===== src/inc/skip_sub_pkg.sv =====
// shared constants for the skip and subtract execution block
package skip_sub_pkg;
   localparam int DATA_W = 8;
   localparam int BIT_SEL_W = 3;
   localparam logic [7:0] ACC_RST = 8'h00;
   localparam logic [7:0] ONE_BYTE = 8'h01;
   localparam logic [7:0] ZERO_BYTE = 8'h00;
   localparam int SKIP_CYCLES = 2;
   localparam int AUX_BIT = 4;
   localparam int SIGN_BIT = 7;
   // status flag positions in flags_ff
   localparam int FLAG_C = 0;
   localparam int FLAG_AC = 1;
   localparam int FLAG_Z = 2;
   localparam int FLAG_OV = 3;
   localparam logic [3:0] FLAGS_RST = 4'h0;
   typedef enum logic [2:0] {
      OP_NONE = 3'b000,
      OP_INC_SKIP_ACC = 3'b001,
      OP_SKIP_BIT_NZ = 3'b010,
      OP_SUB_ACC = 3'b011,
      OP_SUB_MEM = 3'b100,
      OP_SUB_IMM = 3'b101
   } op_e;
   typedef enum logic [1:0] {
      ST_IDLE = 2'b00,
      ST_DUMMY = 2'b01
   } exec_state_e;
endpackage


===== src/hw/skip_subtract_exec.sv =====
// execution of increment-skip, bit-skip and subtract instructions
// Contract
// - inc-skip writes memory byte plus one into accumulator; memory stays untouched.
// - inc-skip skips the next instruction when the incremented value is zero.
// - a taken skip costs two cycles via an inserted dummy slot.
// - bit-skip skips when the selected memory bit is one, else continues.
// - subtract puts accumulator minus memory byte into accumulator.
// - subtract-into-memory writes accumulator minus memory byte back to memory.
// - subtract-immediate puts accumulator minus immediate into accumulator.
// - subtracts clear carry when negative, set it when zero or positive.
`timescale 1ns/100ps
`default_nettype none
module skip_subtract_exec
   import skip_sub_pkg::*;
(
   input  wire logic                 sys_clk,     // core clock
   input  wire logic                 nrst,        // async reset, active low
   input  wire logic                 op_valid,    // instruction issued this cycle
   input  wire logic [2:0]           op_code,     // op_e encoding
   input  wire logic [7:0]           mem_rdata,   // addressed memory byte
   input  wire logic [7:0]           imm_data,    // immediate operand
   input  wire logic [BIT_SEL_W-1:0] bit_sel,     // bit index for bit-skip
   output logic                      op_ready,    // can take an instruction
   output logic      [7:0]           accumulator, // accumulator
   output logic                      carry_flag,  // carry
   output logic                      aux_carry_flag, // aux carry
   output logic                      zero_flag,   // zero
   output logic                      overflow_flag, // overflow
   output logic                      mem_we,      // memory write strobe
   output logic      [7:0]           mem_wdata,   // memory write data
   output logic                      skip_next,   // next fetched instr is dropped
   output logic                      dummy_slot   // dummy cycle in progress
);
   logic [7:0]  accumulator_ff;
   logic [7:0]  nxt_accumulator;
   logic [3:0]  flags_ff;
   logic [3:0]  nxt_flags;
   logic        mem_we_ff;
   logic [7:0]  mem_wdata_ff;
   logic        skip_ff;
   exec_state_e state_ff;
   exec_state_e nxt_state;

   wire logic       go;
   wire logic       is_inc;
   wire logic       is_bit;
   wire logic       is_sub_acc;
   wire logic       is_sub_mem;
   wire logic       is_sub_imm;
   wire logic       is_sub;
   wire logic [7:0] inc_val;
   wire logic       inc_zero;
   wire logic       bit_set;
   wire logic       take_skip;
   wire logic [7:0] sub_operand;
   wire logic [7:0] sub_diff;
   wire logic [3:0] sub_flags;

   assign op_ready   = (state_ff == ST_IDLE);
   assign go         = op_valid & op_ready;
   assign is_inc     = go & (op_code == OP_INC_SKIP_ACC);
   assign is_bit     = go & (op_code == OP_SKIP_BIT_NZ);
   assign is_sub_acc = go & (op_code == OP_SUB_ACC);
   assign is_sub_mem = go & (op_code == OP_SUB_MEM);
   assign is_sub_imm = go & (op_code == OP_SUB_IMM);
   assign is_sub     = is_sub_acc | is_sub_mem | is_sub_imm;

   assign inc_val   = mem_rdata + ONE_BYTE;
   assign inc_zero  = (inc_val == ZERO_BYTE);
   assign bit_set   = mem_rdata[bit_sel];
   assign take_skip = (is_inc & inc_zero) | (is_bit & bit_set);
   assign sub_operand = is_sub_imm ? imm_data : mem_rdata;

   sub_unit sub_unit_inst (
      .minuend    (accumulator_ff),
      .subtrahend (sub_operand),
      .diff       (sub_diff),
      .flags      (sub_flags)
   );

   // accumulator source: inc result or subtract difference
   assign nxt_accumulator = is_inc ? inc_val
                          : (is_sub_acc | is_sub_imm) ? sub_diff
                          : accumulator_ff;
   // only subtracts touch flags
   assign nxt_flags = is_sub ? sub_flags : flags_ff;

   // a taken skip always buys exactly one dummy slot
   always_comb
   begin
      unique case (state_ff)
         ST_IDLE:  nxt_state = take_skip ? ST_DUMMY : ST_IDLE;
         ST_DUMMY: nxt_state = ST_IDLE;
         default:  nxt_state = ST_IDLE;
      endcase
   end

   always_ff @(posedge sys_clk or negedge nrst)
   begin
      if (!nrst)
      begin
         accumulator_ff <= ACC_RST;
         flags_ff       <= FLAGS_RST;
         mem_we_ff      <= 1'b0;
         mem_wdata_ff   <= ZERO_BYTE;
         skip_ff        <= 1'b0;
         state_ff       <= ST_IDLE;
      end
      else
      begin
         accumulator_ff <= nxt_accumulator;
         flags_ff       <= nxt_flags;
         mem_we_ff      <= is_sub_mem;
         mem_wdata_ff   <= is_sub_mem ? sub_diff : mem_wdata_ff;
         skip_ff        <= take_skip;
         state_ff       <= nxt_state;
      end
   end

   assign accumulator    = accumulator_ff;
   assign carry_flag     = flags_ff[FLAG_C];
   assign aux_carry_flag = flags_ff[FLAG_AC];
   assign zero_flag      = flags_ff[FLAG_Z];
   assign overflow_flag  = flags_ff[FLAG_OV];
   assign mem_we         = mem_we_ff;
   assign mem_wdata      = mem_wdata_ff;
   assign skip_next      = skip_ff;
   assign dummy_slot     = (state_ff == ST_DUMMY);
endmodule // skip_subtract_exec
`default_nettype wire


===== src/hw/sub_unit.sv =====
// 8-bit subtractor producing difference and status flags
`timescale 1ns/100ps
`default_nettype none
module sub_unit
   import skip_sub_pkg::*;
(
   input  wire logic [7:0] minuend,     // accumulator value
   input  wire logic [7:0] subtrahend,  // memory byte or immediate
   output logic      [7:0] diff,        // difference
   output logic      [3:0] flags        // ov, z, ac, c
);
   wire logic [8:0] full_sub;
   wire logic [4:0] low_sub;
   assign full_sub = {1'b0, minuend} - {1'b0, subtrahend};
   assign low_sub  = {1'b0, minuend[3:0]} - {1'b0, subtrahend[3:0]};
   assign diff = full_sub[7:0];
   // borrow means negative: carry cleared
   assign flags[FLAG_C]  = ~full_sub[8];
   assign flags[FLAG_AC] = ~low_sub[AUX_BIT];
   assign flags[FLAG_Z]  = (full_sub[7:0] == ZERO_BYTE);
   assign flags[FLAG_OV] = (minuend[SIGN_BIT] != subtrahend[SIGN_BIT])
                         & (full_sub[SIGN_BIT] != minuend[SIGN_BIT]);
endmodule // sub_unit
`default_nettype wire


===== config.mk =====
export PLATFORM = sky130hd
export DESIGN_NAME = skip_subtract_exec
export DESIGN_NICKNAME = d
export VERILOG_FILES = /design/src/inc/skip_sub_pkg.sv /design/src/hw/skip_subtract_exec.sv /design/src/hw/sub_unit.sv
export SDC_FILE = /design/constraint.sdc
export NUM_CORES = 1
export LEC_CHECK = 0
export ABC_AREA = 1
export BUFFER_PORTS_ARGS = -buffer_cell sky130_fd_sc_hd__buf_2
export CORE_MARGIN = 8
export CORE_UTILIZATION = 38
export DETAILED_ROUTE_END_ITERATION = 6
export MAX_ROUTING_LAYER = met4
export PLACE_DENSITY = 0.61
export SLEW_MARGIN = 25
export SYNTH_ARGS = -nofsm -noshare
export SYNTH_HDL_FRONTEND = slang
export SYNTH_SLANG_ARGS = --single-unit
export TNS_END_PERCENT = 1

===== constraint.sdc =====
create_clock -name sys_clk -period 6.3 [get_ports sys_clk]
set_input_delay 0.63 -clock sys_clk [delete_from_list [all_inputs] [get_ports sys_clk]]
set_output_delay 0.63 -clock sys_clk [all_outputs]
set_load 0.05 [all_outputs]

# Word level (Yosys, flattened, before mapping)
# Index checks and enable logic that the tools add are counted.
word_totals:
  in_bits: 25
  register_bits: 23
  output_inout_bits: 24
  elab_cells: 44
classes:
  n_reduce_logical: 4
  n_lt_le_gt_ge: 1
  n_addsub: 3
  muxes: 7
  bitwise: 15
  n_eq_ne: 8
op_table:
  columns: ["op", "count"]
  rows:
  - ["$mux 8", 3]
  - ["$logic_not 8->1", 2]
  - ["$and 1x1->1", 9]
  - ["$sub 8x8->9", 1]
  - ["$add 8x1->8 const B", 1]
  - ["$eq 3x2->1 const B", 2]
  - ["$eq 3x3->1 const B", 2]
  - ["$sub 4x4->5", 1]
  - ["$lt 3x4->1 const B", 1]
  - ["$or 1x1->1", 4]
  - ["$bmux 1 s3", 1]
  - ["$eq 3x1->1 const B", 1]
  - ["$mux 1", 3]
  - ["$logic_not 2->1", 1]
  - ["$ne 1x1->1", 2]
  - ["$not 1->1", 2]
  - ["$reduce_bool 2->1", 1]
  - ["$eq 1x1->1 const B", 1]

# Logic depth before layout (Yosys ltp)
logic_depth:
  word_depth: 7
  depth_mapped: 20
  ltp_nobuf: 19

# Cells and area by module
# A second synthesis with hierarchy kept.
hier_totals:
  hier_cells: 285
  area_unflattened_um2: 1850.5
modules_own_cells:
  columns: ["mod", "area_per_inst_um2", "seq_area_each_um2", "n_inst", "cells_per_inst"]
  rows:
  - ["skip_subtract_exec", 1348.8, 575.6, 1, 187]
  - ["sub_unit", 501.7, 0.0, 1, 98]

# Least setup slack after synthesis
# Ideal clock, no wire load.
synth_timing:
  path_type: "flip-flop to flip-flop"
  from: "reg state_ff[0]"
  to: "reg flags_ff[2]"
  period_less_slack_ps: 2898
  stages_incl_launch_ff: 17
  n_path_buf: 0
  setup_time_ps: 66
  arrival_time_ps: 2832
  slack_ps: 3402
  required_time_ps: 6234
  cell_sequence: "dfrtp_1 inv_2 nand2_2 nor2_4 inv_2 nor2_4 mux2_2 ha_1 inv_1 fa_1 nor2_1 nand2_1 a21oi_1 nand3_1 nor2_1 nand2_1 nand2_1"
synth_between:
  elab_chain_cells: 6
  word_cells_on_any_way: 10
  cone_classes: "add/sub: 1; mux: 1; bitwise: 6; reduce/logical: 2"
synth_rtl:
  columns: ["item", "line_no", "text"]
  rows:
  - ["from (decl)", "skip_subtract_exec.sv:41", "exec_state_e state_ff;"]
  - ["from (signal assigned)", "skip_subtract_exec.sv:116", "state_ff <= nxt_state;"]
  - ["$logic_not 2->1", "skip_subtract_exec.sv:59", "assign op_ready = (state_ff == ST_IDLE);"]
  - ["net op_ready", "skip_subtract_exec.sv:23", "output logic op_ready,"]
  - ["$and 1x1->1", "skip_subtract_exec.sv:60", "assign go = op_valid & op_ready;"]
  - ["$and 1x1->1", "skip_subtract_exec.sv:65", "assign is_sub_imm = go & (op_code == OP_SUB_IMM);"]
  - ["$mux 8", "skip_subtract_exec.sv:72", "assign sub_operand = is_sub_imm ? imm_data : mem_rdata;"]
  - ["$sub 8x8->9", "sub_unit.sv:14", "assign full_sub = {1'b0, minuend} - {1'b0, subtrahend};"]
  - ["net sub_diff[1]", "skip_subtract_exec.sv:56", "wire logic [7:0] sub_diff;"]
  - ["$logic_not 8->1", "sub_unit.sv:20", "assign flags[FLAG_Z] = (full_sub[7:0] == ZERO_BYTE);"]
  - ["to (signal assigned)", "skip_subtract_exec.sv:112", "flags_ff <= nxt_flags;"]
  - ["to (decl)", "skip_subtract_exec.sv:36", "logic [3:0] flags_ff;"]
# The timed path passes the listed nets, and every way through them passes these cells.
# A chain may end at the register's enable or synchronous reset.

# Final worst setup path
layout_timing:
  from: "reg state_ff[0]"
  to: "reg flags_ff[2]"
layout_between:
  elab_chain_cells: 6
  word_cells_on_any_way: 10
  cone_classes: "add/sub: 1; mux: 1; bitwise: 6; reduce/logical: 2"
layout_rtl:
  columns: ["item", "line_no"]
  rows:
  - ["$logic_not 2->1", "skip_subtract_exec.sv:59"]
  - ["$and 1x1->1", "skip_subtract_exec.sv:60"]
  - ["$and 1x1->1", "skip_subtract_exec.sv:65"]
  - ["$mux 8", "skip_subtract_exec.sv:72"]
  - ["$sub 8x8->9", "sub_unit.sv:14"]
  - ["net sub_diff[1]", "skip_subtract_exec.sv:56"]
  - ["$logic_not 8->1", "sub_unit.sv:20"]
# The timed path passes the listed nets, and every way through them passes these cells.

==> metrics.md <==
| Metric | Value |
|---|---|
| Status | `completed` |
| Top cell type's share of synthesized area | `about a third` |
| CP delay by family, top | `simple AND/OR/NAND/NOR gates` |
| IO Pins | `49` |
| Critical path's largest stage delay | `470 ps` |
| Power density cells | `435 nW/µm²` |
| FFs w/ async S/R, synth | `100%` |
| LEAKAGE | `1.19 nW` |
| Final Cycle Share | `43.3%` |
| NetSw | `0.000512 W` |
| Critical Path Sink Type | `register` |
| Mux cell area share after synthesis | `1.20%` |
| Num CTS Buffers | `3` |
| Slew @ Worst Pin | `516 ps` |
| Crit path max fanout | `14` |
| Worst Skew | `5.40 ps` |
| Logic gate share of total power | `63.3%` |
| Clk buf depth | `2` |
| Number of clock sinks | `23` |
| Top_reg_cell synth | `dfrtp_1` |
| Post-Syn Area per Cell | `about 7 µm²` |
| Distinct cells, synth | `29` |
| GPL Wtd Cong | `0.868` |
| Die X | `84.2 µm` |
| Post-synthesis compound-gate area fraction | `11.2%` |
| Power Total | `0.000915 W` |
| Die Area | `7090 µm²` |
| All-Layer GR Usage | `14.3%` |
| Initial antenna violation count | `0` |
| CTS root buffer | `clkbuf_8` |
| Share of cells above drive strength 1 | `25.1%` |
| Clock slew at reported path FFs | `80 ps` |
| Fmax | `~370 MHz` |
| DR pass1 iterations | `4` |
| Area delta synth->final | `19.0%` |
| Pins Over Slew Limit | `0` |
| Post-synth EDFFs | `0` |
| Post-synth top area cell | `dfrtp_1` |
| Worst-Skew Late Latency | `260 ps` |
| Wirelength, routed | `about 4.7 mm` |
| Top cell by count, worst path | `nand2_1` |
| Unrepaired setup endpoints after global routing | `false` |
| Initial detailed-routing violation count | `100` |
| Largest net degree at the start of global routing | `24` |
| Largest family of logic cells by synthesized area | `simple AND/OR/NAND/NOR gates` |
| Relative slew slack | `65.6%` |
| Nets | `340` |
| Sequential Power Share | `between 20% and 30%` |
| Crit-path cells | `inv_2 -> nand2_2 -> nor2_4 -> inv_2 -> nor2_4 -> mux2_2 -> ha_1 -> inv_1 -> fa_1 -> nor2_1 -> nand2_1 -> a21oi_1 -> nand3_1 -> nor2_1 -> nand2_1 -> nand2_1` |
| Crit Path Category | `reg -> reg` |
| Final hold vios | `0` |
| CP Buf/Inv Count | `3` |
| Ranking of synthesized cells by area | `dfrtp_1 33%, nand2_1 16%, ha_1 7.1%` |
| Post-cts gate resize count | `0` |
| Initial Util | `38.4%` |
| YS warnings | `0` |
| Total grt overflow | `0` |
| Drt drc | `0` |
| Antenna cells | `0` |
| Period minus WS final | `roughly 2700 ps` |
| Row count | `25` |
| Postcts setup bufs | `0` |
| Worst EP required | `6510 ps` |
| Clock share of power | `between 10 and 15%` |
| Post-synthesis simple-gate area fraction | `35.5%` |
| Post-Synth XOR/XNOR Area | `1.91%` |
| Vias in the first global route | `1840` |
| Routed Antenna Nets | `0` |
| Max-cap violation count | `0` |
| Synth Area in Adders | `8.21%` |
| Internal cell power | `0.000403 W` |
| Die H | `around 84 µm` |
| Post-Syn Instances | `approximately 250` |
| Hold Path Class | `in -> async` |
| Vias | `1766` |
| Critical Path Start Type | `register` |
| Vias per cell | `4.95` |
| Register bit count reported by yosys | `23` |
| Post-cts hold buffer count | `0` |
| Sw frac | `between 50% and 60%` |
| Port bufs | `48` |
| Wire per inst | `between 10 and 15 µm` |
| CTS tree | `done` |
| H-Tree Level Count | `1` |
| Slowest CP cell | `fa_1` |
| Core area | `4600 µm²` |
| Cell Area, Synth | `1770 µm²` |
| Seq/Total Area, Yosys | `~33%` |
| Endpoints failing setup | `0` |
| Setup_tns | `0 ps` |
| Worst vdd ir | `approximately 0.00012 V` |
| WP data arrival | `2940 ps` |
| Synth Net Count | `slightly below 300` |
| DP HPWL | `3.94 mm` |
| First-pass GRT wire length | `8.37 mm` |
[per-stage QoR]
stage	hold slack, ps	cells	setup slack [ps]	utilization (%)	instance area, µm²
3_5_place_dp	470	353	3300	44.8	2060
5_1_grt	370	357	3300	45.8	2100
4_1_cts	352	357	3560	45.8	2100
3_3_place_gp	462	353	3350	44.8	2060
6_report	330	357	3570	45.8	2100
2_1_floorplan	334	253	3400	-	1770
[cell families (layout without fill, tap and decap cells)]
family | Yosys count | in the layout
compound gates | 36 | 36
xor+xnor | 3 | 3
fa+ha+maj | 11 | 11
buf+inv | 42 | 92
flops | 23 | 23
mux | 2 | 2
simple gates | 136 | 136
[state kept, by name, indices dropped and copies added, names as in the netlist]
| signal | cells |
|---|---|
| accumulator | 8 |
| state_ff | 1 |
| mem_we | 1 |
| skip_next | 1 |
| mem_wdata | 8 |
| flags_ff | 4 |
[cells in the mapped netlist (all sizes together), types with 3 or more instances]
cell and number:
ha 10, a21oi 15, nand2 79, nor2 29, inv 40, xor2 3, o21ai 13, dfrtp 23
a31oi 4, nand3 20, nand4 3
[cell usage in the layout, fill, tap and decap left out, drive strengths merged, types with 3 or more instances in the layout]
cell / instances
nand2: 79
buf: 48
inv: 40
nor2: 29
dfrtp: 23
nand3: 20
a21oi: 15
o21ai: 13
ha: 10
a31oi: 4
clkbuf: 4
nand4: 3
xor2: 3
[routing by layer]
metal	track usage, %	share of wire [%]	wire length (µm)
met3	1.94	4.5	209
met5	-	0	0
met2	23.6	48	2230
met4	3.92	0.82	38
met1	17.8	47	2170
[path summary, 6_finish.rpt]
path	cells after the start	start	slack, ps	endpoint
min in group sys_clk	2	mem_wdata[1]$_DFFE_PN0P_	480	mem_wdata[1]$_DFFE_PN0P_
min	1	nrst	330	mem_wdata[6]$_DFFE_PN0P_
max in group asynchronous	1	nrst	5620	mem_we$_DFF_PN0_
max reg2reg	16	state_ff[0]$_DFF_PN0_	3570	flags_ff[2]$_DFFE_PN0P_
max	16	state_ff[0]$_DFF_PN0_	3570	flags_ff[2]$_DFFE_PN0P_
min reg2reg	2	mem_wdata[1]$_DFFE_PN0P_	480	mem_wdata[1]$_DFFE_PN0P_
[area by class of cell]
class	instances	area [µm²]
Timing Repair Buffer	48	240
Sequential cell	23	576
Fill cell	498	2490
Tap cell	54	67.6
Clock buffer	4	45.0
Multi-Input combinational cell	188	1030
Inverter	40	150
[power groups by stage]
stage	Clock (W)	Sequential (W)	Combinational, W
floorplan	0	0.000437	0.000244
global placement	0	0.000245	0.000576
detailed placement	0	0.000248	0.000580
CTS	0.0000950	0.000245	0.000581
global route	0.000102	0.000253	0.000640
finish	0.0000924	0.000243	0.000579
No activity file was read; power rests on OpenSTA's default activity.
